<file path="src/cantwk_pkg.sv">
// Shared constants, modes and record types of the CAN transceiver wake and drive logic.
package cantwk_pkg;

  // Sampling clock.
  localparam int unsigned CLK_PERIOD_NS = 10;

  // Activity filter time: a longest time, so the cycle count rounds down.
  localparam int unsigned ACTIVITY_FILTER_TIME_NS = 3600;
  localparam int unsigned FILTER_CYC = (ACTIVITY_FILTER_TIME_NS / CLK_PERIOD_NS < 1) ? 1 :
                                       ACTIVITY_FILTER_TIME_NS / CLK_PERIOD_NS;

  // Wake pattern timeout window, measured from the first dominant sample.
  localparam int unsigned WAKE_PATTERN_TIMEOUT_US = 1000;
  localparam int unsigned WAKE_TO_CYC = WAKE_PATTERN_TIMEOUT_US * 1000 / CLK_PERIOD_NS;

  // Longest permitted dominant request on transmit data before the drivers are cut.
  localparam int unsigned TXD_DOM_TIMEOUT_US = 1000;
  localparam int unsigned TXD_TO_CYC = TXD_DOM_TIMEOUT_US * 1000 / CLK_PERIOD_NS;

  // Receive record buffer depth.
  localparam int unsigned RX_FIFO_DEPTH = 8;

  // Values after reset of the pin-facing outputs.
  localparam logic RXD_RESET = 1'h1;
  localparam logic DRIVE_RESET = 1'h0;

  typedef enum logic [1:0] {
    MODE_WAKE    = 2'h0,
    MODE_NORMAL  = 2'h1,
    MODE_STANDBY = 2'h3
  } cantwk_mode_e;

  typedef enum logic [1:0] {
    WK_IDLE = 2'h0,
    WK_DOM1 = 2'h1,
    WK_REC  = 2'h3,
    WK_DOM2 = 2'h2
  } cantwk_wk_e;

  typedef enum logic {
    WAKE_BASIC   = 1'h0,
    WAKE_PATTERN = 1'h1
  } cantwk_wkvar_e;

  // One bus transition seen in normal operation.
  typedef struct packed {
    logic dominant;
    logic own_drive;
  } cantwk_rxrec_s;

  localparam int unsigned RXREC_W = $bits(cantwk_rxrec_s);

endpackage

</file>
<file path="src/cantwk_sync.sv">
// Two-stage synchronizer for asynchronous level inputs.
`timescale 1ns/100ps
module cantwk_sync #(
  parameter int unsigned W = 1
) (
  input wire logic mclk_i,
  input wire logic rst_i,
  input wire logic [W-1:0] din_i,
  output logic [W-1:0] dout_o
);

  logic [W-1:0] stage1_q;
  logic [W-1:0] stage2_q;
  logic [W-1:0] stage1_d;
  logic [W-1:0] stage2_d;

  always_comb begin
    stage1_d = din_i;
    stage2_d = stage1_q;
  end

  always_ff @(posedge mclk_i) begin
    if (rst_i) begin
      stage1_q <= '0;
      stage2_q <= '0;
    end else begin
      stage1_q <= stage1_d;
      stage2_q <= stage2_d;
    end
  end

  assign dout_o = stage2_q;
endmodule // cantwk_sync

</file>
<file path="src/cantwk_fifo.sv">
// Parameterised FIFO with valid/ready on both sides and a registered output stage.
`timescale 1ns/100ps
module cantwk_fifo #(
  parameter int unsigned W = 2,
  parameter int unsigned DEPTH = 8
) (
  input wire logic mclk_i,
  input wire logic rst_i,
  input wire logic in_valid_i,
  output logic in_ready_o,
  input wire logic [W-1:0] in_data_i,
  output logic out_valid_o,
  input wire logic out_ready_i,
  output logic [W-1:0] out_data_o
);

  localparam int unsigned AW = (DEPTH > 1) ? $clog2(DEPTH) : 1;
  localparam int unsigned CW = $clog2(DEPTH + 1);

  logic [W-1:0] mem_q [DEPTH];
  logic [W-1:0] mem_d [DEPTH];
  logic [AW-1:0] wptr_q, wptr_d, rptr_q, rptr_d;
  logic [CW-1:0] cnt_q, cnt_d;
  logic oval_q, oval_d;
  logic [W-1:0] odat_q, odat_d;
  logic push, pop;

  function automatic logic [AW-1:0] ptr_inc(input logic [AW-1:0] p);
    ptr_inc = (p == AW'(DEPTH - 1)) ? '0 : p + AW'(1);
  endfunction

  always_comb begin
    push = in_valid_i && (cnt_q != CW'(DEPTH));
    pop = (cnt_q != '0) && (!oval_q || out_ready_i);
    mem_d = mem_q;
    wptr_d = wptr_q;
    rptr_d = rptr_q;
    cnt_d = cnt_q;
    oval_d = oval_q;
    odat_d = odat_q;
    if (push) begin
      mem_d[wptr_q] = in_data_i;
      wptr_d = ptr_inc(wptr_q);
    end
    if (pop) begin
      odat_d = mem_q[rptr_q];
      rptr_d = ptr_inc(rptr_q);
      oval_d = 1'b1;
    end else if (out_ready_i) begin
      oval_d = 1'b0;
    end
    if (push && !pop) begin
      cnt_d = cnt_q + CW'(1);
    end else if (pop && !push) begin
      cnt_d = cnt_q - CW'(1);
    end
  end

  generate
    for (genvar i = 0; i < DEPTH; i++) begin : g_entry
      always_ff @(posedge mclk_i) begin
        if (rst_i) begin
          mem_q[i] <= '0;
        end else begin
          mem_q[i] <= mem_d[i];
        end
      end
    end
  endgenerate

  always_ff @(posedge mclk_i) begin
    if (rst_i) begin
      wptr_q <= '0;
      rptr_q <= '0;
      cnt_q <= '0;
      oval_q <= 1'b0;
      odat_q <= '0;
    end else begin
      wptr_q <= wptr_d;
      rptr_q <= rptr_d;
      cnt_q <= cnt_d;
      oval_q <= oval_d;
      odat_q <= odat_d;
    end
  end

  assign in_ready_o = (cnt_q != CW'(DEPTH));
  assign out_valid_o = oval_q;
  assign out_data_o = odat_q;

endmodule // cantwk_fifo

</file>
<file path="src/cantwk_top.sv">
// Mode control, bus drive, receive output and wake detection of a CAN transceiver.
`timescale 1ns/100ps

module cantwk_top
  import cantwk_pkg::*;
#(
  parameter cantwk_wkvar_e WAKE_VARIANT = WAKE_PATTERN,
  parameter int unsigned FILTER_CYCLES = FILTER_CYC,
  parameter int unsigned WAKE_TO_CYCLES = WAKE_TO_CYC,
  parameter int unsigned TXD_TO_CYCLES = TXD_TO_CYC,
  parameter int unsigned FIFO_DEPTH = RX_FIFO_DEPTH
) (
  input wire logic mclk_i,
  input wire logic rst_i,
  input wire logic txd_i,
  input wire logic standby_select_i,
  input wire logic bus_dominant_i,
  input wire logic over_temp_i,
  output logic drive_dominant_o,
  output logic rxd_o,
  output logic wake_o,
  output logic [1:0] mode_o,
  output logic rxs_valid_o,
  input wire logic rxs_ready_i,
  output cantwk_rxrec_s rxs_data_o,
  output logic rxs_overrun_o
);

  localparam int unsigned FW = $clog2(FILTER_CYCLES + 1);
  localparam int unsigned TW = $clog2(WAKE_TO_CYCLES + 1);
  localparam int unsigned XW = $clog2(TXD_TO_CYCLES + 1);
  localparam logic [FW-1:0] FILT = FW'(FILTER_CYCLES);
  localparam logic [FW-1:0] FILT_M1 = FW'(FILTER_CYCLES - 1);
  localparam logic [TW-1:0] WTO_M1 = TW'(WAKE_TO_CYCLES - 1);
  localparam logic [XW-1:0] XTO_M1 = XW'(TXD_TO_CYCLES - 1);

  cantwk_mode_e mode_q, mode_d;
  cantwk_wk_e wk_q, wk_d;
  logic [FW-1:0] ph_q, ph_d;
  logic [TW-1:0] tmr_q, tmr_d;
  logic wake_q, wake_d;
  logic [XW-1:0] xcnt_q, xcnt_d;
  logic lock_q, lock_d;
  logic drive_q, drive_d;
  logic rxd_q, rxd_d;
  logic prev_q, prev_d;
  logic pend_q, pend_d;
  logic ovr_q, ovr_d;
  cantwk_rxrec_s rec_q, rec_d;
  logic bus_sync;
  logic bus_dom;
  logic fifo_in_ready;
  logic [FW-1:0] ph_inc;

  ////////////////////////////////////////////////////////////////////////////////////////////
  // bus state synchronizer
  cantwk_sync #(
    .W(1)
  ) u_bus_sync (
    .mclk_i(mclk_i),
    .rst_i(rst_i),
    .din_i(bus_dominant_i),
    .dout_o(bus_sync)
  );

  assign bus_dom = bus_sync | drive_q;
  assign ph_inc = (ph_q == FILT) ? ph_q : ph_q + FW'(1);

  ////////////////////////////////////////////////////////////////////////////////////////////
  // Mode control.
  always_comb begin
    mode_d = mode_q;
    case (mode_q)
      MODE_WAKE: begin
        if (standby_select_i) begin
          mode_d = MODE_STANDBY;
        end else if (txd_i) begin
          mode_d = MODE_NORMAL;
        end
      end
      MODE_NORMAL: begin
        if (standby_select_i) begin
          mode_d = MODE_STANDBY;
        end
      end
      MODE_STANDBY: begin
        if (!standby_select_i) begin
          mode_d = MODE_WAKE;
        end
      end
      default: mode_d = MODE_WAKE;
    endcase
  end

  ////////////////////////////////////////////////////////////////////////////////////////////
  // Wake detection, active only in standby.
  always_comb begin
    wk_d = wk_q;
    ph_d = ph_q;
    tmr_d = tmr_q;
    wake_d = wake_q;
    if (mode_q != MODE_STANDBY) begin
      wk_d = WK_IDLE;
      ph_d = '0;
      tmr_d = '0;
      wake_d = 1'b0;
    end else if (wake_q) begin
      wk_d = WK_IDLE;
      ph_d = '0;
      tmr_d = '0;
    end else if (WAKE_VARIANT == WAKE_PATTERN && wk_q != WK_IDLE && tmr_q >= WTO_M1) begin
      wk_d = WK_IDLE;
      ph_d = '0;
      tmr_d = '0;
    end else begin
      if (wk_q != WK_IDLE) begin
        tmr_d = tmr_q + TW'(1);
      end
      case (wk_q)
        WK_IDLE: begin
          if (bus_dom) begin
            wk_d = WK_DOM1;
            ph_d = FW'(1);
            tmr_d = TW'(1);
          end
        end
        WK_DOM1: begin
          if (bus_dom) begin
            ph_d = ph_inc;
            if (WAKE_VARIANT == WAKE_BASIC && ph_q >= FILT_M1) begin
              wake_d = 1'b1;
            end
          end else if (WAKE_VARIANT == WAKE_PATTERN && ph_q >= FILT) begin
            wk_d = WK_REC;
            ph_d = FW'(1);
          end else begin
            wk_d = WK_IDLE;
            ph_d = '0;
            tmr_d = '0;
          end
        end
        WK_REC: begin
          if (!bus_dom) begin
            ph_d = ph_inc;
          end else if (ph_q >= FILT) begin
            wk_d = WK_DOM2;
            ph_d = FW'(1);
          end else begin
            // A short recessive gap is ignored; the first phase stays qualified.
            wk_d = WK_DOM1;
            ph_d = FILT;
          end
        end
        WK_DOM2: begin
          if (bus_dom) begin
            ph_d = ph_inc;
            if (ph_q >= FILT_M1) begin
              wake_d = 1'b1;
            end
          end else begin
            wk_d = WK_REC;
            ph_d = FW'(1);
          end
        end
        default: begin
          wk_d = WK_IDLE;
          ph_d = '0;
          tmr_d = '0;
        end
      endcase
    end
  end

  ////////////////////////////////////////////////////////////////////////////////////////////
  // Transmit path and receive output.
  always_comb begin
    xcnt_d = '0;
    lock_d = 1'b0;
    if (mode_q == MODE_NORMAL && !txd_i) begin
      lock_d = lock_q || (xcnt_q >= XTO_M1);
      xcnt_d = lock_d ? xcnt_q : xcnt_q + XW'(1);
    end
    drive_d = (mode_q == MODE_NORMAL) && !txd_i && !lock_q && !over_temp_i;
    case (mode_q)
      MODE_NORMAL: rxd_d = !bus_dom;
      MODE_STANDBY: rxd_d = !wake_q;
      default: rxd_d = RXD_RESET;
    endcase
  end

  ////////////////////////////////////////////////////////////////////////////////////////////
  // Bus transition records; a record waits in rec_q, flagged by pend_q, while the buffer is full.
  always_comb begin
    prev_d = bus_dom;
    rec_d = rec_q;
    pend_d = pend_q && !fifo_in_ready;
    ovr_d = ovr_q;
    if (mode_q != MODE_NORMAL) begin
      pend_d = 1'b0;
      ovr_d = 1'b0;
    end else if (bus_dom != prev_q) begin
      rec_d.dominant = bus_dom;
      rec_d.own_drive = drive_q;
      pend_d = 1'b1;
      if (pend_q && !fifo_in_ready) begin
        ovr_d = 1'b1;
      end
    end
  end

  cantwk_fifo #(
    .W(RXREC_W),
    .DEPTH(FIFO_DEPTH)
  ) u_rx_fifo (
    .mclk_i(mclk_i),
    .rst_i(rst_i),
    .in_valid_i(pend_q),
    .in_ready_o(fifo_in_ready),
    .in_data_i(rec_q),
    .out_valid_o(rxs_valid_o),
    .out_ready_i(rxs_ready_i),
    .out_data_o(rxs_data_o)
  );

  ////////////////////////////////////////////////////////////////////////////////////////////
  always_ff @(posedge mclk_i) begin
    if (rst_i) begin
      mode_q <= MODE_WAKE;
      wk_q <= WK_IDLE;
      ph_q <= '0;
      tmr_q <= '0;
      wake_q <= 1'b0;
      xcnt_q <= '0;
      lock_q <= 1'b0;
      drive_q <= DRIVE_RESET;
      rxd_q <= RXD_RESET;
      prev_q <= 1'b0;
      pend_q <= 1'b0;
      ovr_q <= 1'b0;
      rec_q <= '0;
    end else begin
      mode_q <= mode_d;
      wk_q <= wk_d;
      ph_q <= ph_d;
      tmr_q <= tmr_d;
      wake_q <= wake_d;
      xcnt_q <= xcnt_d;
      lock_q <= lock_d;
      drive_q <= drive_d;
      rxd_q <= rxd_d;
      prev_q <= prev_d;
      pend_q <= pend_d;
      ovr_q <= ovr_d;
      rec_q <= rec_d;
    end
  end

  assign drive_dominant_o = drive_q;
  assign rxd_o = rxd_q;
  assign wake_o = wake_q;
  assign mode_o = mode_q;
  assign rxs_overrun_o = ovr_q;
endmodule // cantwk_top

</file>
<file path="config.mk">
export PLATFORM = sky130hd
export DESIGN_NAME = cantwk_top
export DESIGN_NICKNAME = d
export VERILOG_FILES = /design/src/cantwk_pkg.sv /design/src/cantwk_sync.sv /design/src/cantwk_fifo.sv /design/src/cantwk_top.sv
export SDC_FILE = /design/constraint.sdc
export NUM_CORES = 1
export LEC_CHECK = 0
export CORE_ASPECT_RATIO = 0.7
export CORE_MARGIN = 2
export CORE_UTILIZATION = 47
export CTS_BUF_LIST = sky130_fd_sc_hd__clkbuf_4
export CTS_CLUSTER_DIAMETER = 40
export DETAILED_ROUTE_END_ITERATION = 10
export DONT_BUFFER_PORTS = 1
export HOLD_SLACK_MARGIN = 0.02
export PLACE_DENSITY_LB_ADDON = 0.05
export SKIP_CTS_REPAIR_TIMING = 1
export SLEW_MARGIN = 20
export SYNTH_ARGS = -nofsm -noshare
export SYNTH_HDL_FRONTEND = slang
export SYNTH_SLANG_ARGS = --single-unit
</file>
<file path="constraint.sdc">
create_clock -name mclk_i -period 3.1 [get_ports mclk_i]
set_input_delay 0.155 -clock mclk_i [delete_from_list [all_inputs] [get_ports mclk_i]]
set_output_delay 0.155 -clock mclk_i [all_outputs]
set_load 0.005 [all_outputs]
</file>
==> run_results.csv <==
group,metric,value,unit
synthesis,synth_top_area_share,39.1,%
power_and_ir_drop,pwr-share-clk,27.8,%
cts,cts.sinks,87,
route,first_iter_violations,208,
timing,max_freq,363,MHz
route,wl_per_cell,14.7,um
route,drt_wl_total,9520,um
place,dp_hpwl,6630,um
synthesis,ys_top_cells_by_count,"dfxtp_1 (87), nor2_1 (70), nand2_1 (51)",
route,ant_nets,0,
critical_path,path_cells,"nor3_1 -> a21bo_1 -> inv_2 -> ha_1 -> inv_1 -> ha_1 -> a21o_1 -> a21oi_1 -> xnor2_1 -> or3_1 -> a21oi_1",
power_and_ir_drop,power_density,457,nW/um2
run_status,status,"complete, no violations",
timing,rsz0062_at_grt,"no",
synthesis,yosysWarnings,0,
grt,grt_usage,19.7,%
power_and_ir_drop,ir_drop,0.000169,V
timing,finClkSkew,7.34,ps
route,vias,3689,
timing,timing.final.ws_setup,343,ps
grt,grt_overflow,0,
die,num_rows,29,
timing,worst_slew_pin_slew,644,ps
power_and_ir_drop,power_leakage,0.00172,uW
critical_path,criticalPathCategory,"register to register",
route,drt-vias-per-instance,5.71,
cts,clk_path_buf_depth,2,
cts,cts_buffers,9,
cts,cts_tree,"built",
grt,grt_pass1_wl,16100,um
cells_and_area,antenna_cells,0,
place,port_buffers,0,
cts,root_buffer,"clkbuf_4",
cts,clk_pin_slew,120,ps
die,core-area,9140,um2
power_and_ir_drop,internal_power,1560,uW
critical_path,cp-start-kind,"register",
place,gp_congestion,0.767,
critical_path,cp-end-kind,"register",
power_and_ir_drop,power.share.sequential,57.6,%
die,initial_core_util,48.7,%
place,pre_cts_ws,367,ps
timing,finalCritPeriodShare,89.0,%
critical_path,critical-path-top-delay-family,"compound AO/OA/AOI/OAI gates",
synthesis,synth_cells,517,
critical_path,cp_slowest_stage_delay,390,ps
critical_path,crit_path_max_fanout,8,
critical_path,cp.arrival,3140,ps
synthesis,synth.distinct_cells,71,
power_and_ir_drop,finalPower,2170,uW
grt,antenna_found_initial,0,
grt,use_met3,5.17,%
cts,h-tree-depth,3,
worst_hold_path,holdCritPathClass,"input pin to register",
synthesis,netlist_top_cells_area,"dfxtp_1 (39%), nor2_1 (5.9%), mux2i_1 (4.9%)",
synthesis,yosysSeqAreaShare,39.1,%
synthesis,synth_edf_count,0,
synthesis,synth_nets,536,
synthesis,synth.most_common_cell,"dfxtp_1",
cts,clock_latency,450,ps
cells_and_area,drive_gt1_share,8.05,%
die,io-pin-count,16,
synthesis,ys_seq_elements,87,
grt,grt_max_degree,42,
power_and_ir_drop,switching_share,28.1,%
synthesis,async_flop_share,0,%
timing,setup_viol,0,
grt,use_met2,27.1,%
route,drc,0,
synthesis,synth_area_per_cell,8.62,um2
critical_path,cp.required,3490,ps
timing,hold_viol_final,0,
run,maxCapViolations,0,
synthesis,synth_ff_type,"dfxtp_1",
power_and_ir_drop,comb_power_share,14.6,%
die,die_h,85.5,um
timing,relSlewSlack,57.1,%
timing,drv_slew,0,
synthesis,yosysTopAreaCell,"dfxtp_1",
die,dieWidth,120,um
critical_path,path_buf_inv,2,
route,dr.pass1.iters,4,
cells_and_area,fin_nets,539,
synthesis,synth_area,4450,um2
timing,fin_hold_ws,58.8,ps
die,die_area,10300,um2
timing,tns,0,ps
grt,grt-busiest-layer,"met1",
critical_path,critPathSlowestCell,"dfxtp_1",
grt,gr-usage-met1,29.5,%
cells_and_area,area_delta_synth_final,6.63,%
timing,finalCriticalPeriod,2760,ps
power_and_ir_drop,power_switching,611,uW
grt,grt_pass1_vias,3208,
[metal layers]
metal | routed length (um) | share of wire, %
met4 | 73 | 0.77
met5 | 0 | 0
met1 | 5030 | 53
met2 | 3900 | 41
met3 | 523 | 5.5
[layout by cell type, fill, tap and decap left out, types with 11 or more instances in the layout]
cell	netlist	layout
ha_1	11	11
a21oi_1	33	33
nand2_1	51	51
mux2i_1	22	22
nor2_1	70	70
nor3_1	17	17
a31oi_1	11	11
nand3_1	21	21
o21ai_0	18	18
dfxtp_1	87	87
[final cells by class]
class | count | area (um2)
fillers | 915 | 4390
multi-input cells | 402 | 2590
flip-flops and latches | 87 | 1740
well taps | 124 | 155
repair buffers | 13 | 128
clock buffers | 10 | 75.1
clock inverters | 3 | 37.5
inverters | 7 | 26.3
[state kept, by name, summed over array words and instances, names as in the netlist, 2 cells and up, named ones only]
| name | cells |
|---|---|
| u_rx_fifo.out_data_o | 2 |
| u_rx_fifo.rptr_q | 3 |
| rec_q | 2 |
| u_rx_fifo.wptr_q | 3 |
| tmr_q | 17 |
| u_rx_fifo.mem_q | 16 |
| ph_q | 9 |
| xcnt_q | 17 |
| mode_o | 2 |
| u_rx_fifo.cnt_q | 4 |
[power by group through the flow]
| stage | Sequential, uW | Clock, uW | Combinational (uW) |
|---|---|---|---|
| global placement | 1270 | 0 | 294 |
| CTS | 1250 | 631 | 303 |
| global route | 1260 | 668 | 362 |
| detailed placement | 1280 | 0 | 301 |
| floorplan | 1240 | 0 | 285 |
| finish | 1250 | 603 | 318 |
[worst register-to-register path: stages, from the launching register on]
cell and delay (ps):
dfxtp_1 390, nor3_1 360, a21bo_1 330, inv_2 140, ha_1 240, inv_1 110, ha_1 240, a21o_1 180
a21oi_1 170, xnor2_1 100, or3_1 300, a21oi_1 140
[logic make-up after synthesis]
family                   after synthesis  synth area share [%]
XOR/XNOR                              20                  3.93
multiplexers                          26                  6.97
flip-flops                            87                  39.1
AO/OA/AOI/OAI                        109                  16.3
buffers and inverters                 28                  2.84
adder cells (fa/ha/maj)               12                  3.54
AND/OR/NAND/NOR                      235                  27.3
[final timing paths]
| check | from | to | slack [ps] | cells after the start |
|---|---|---|---|---|
| max | u_rx_fifo.cnt_q[0] | u_rx_fifo.cnt_q[3] | 340 | 11 |
| min | txd_i | xcnt_q[10] | 60 | 4 |
| max reg2reg | u_rx_fifo.cnt_q[0] | u_rx_fifo.cnt_q[3] | 340 | 11 |
| min reg2reg | u_bus_sync.stage1_q | u_bus_sync.dout_o | 470 | 1 |
[metrics by stage]
stage / instances / cell area, um2 / util, %
final: 646 / 4750 / 51.9
after global routing: 646 / 4750 / 51.9
after CTS: 638 / 4660 / 51.0
after detailed placement: 625 / 4550 / 49.7
after global placement: 625 / 4550 / 49.7
after floorplan: 517 / 4450 / -
Note: power is estimated with default switching activity, not from simulation.
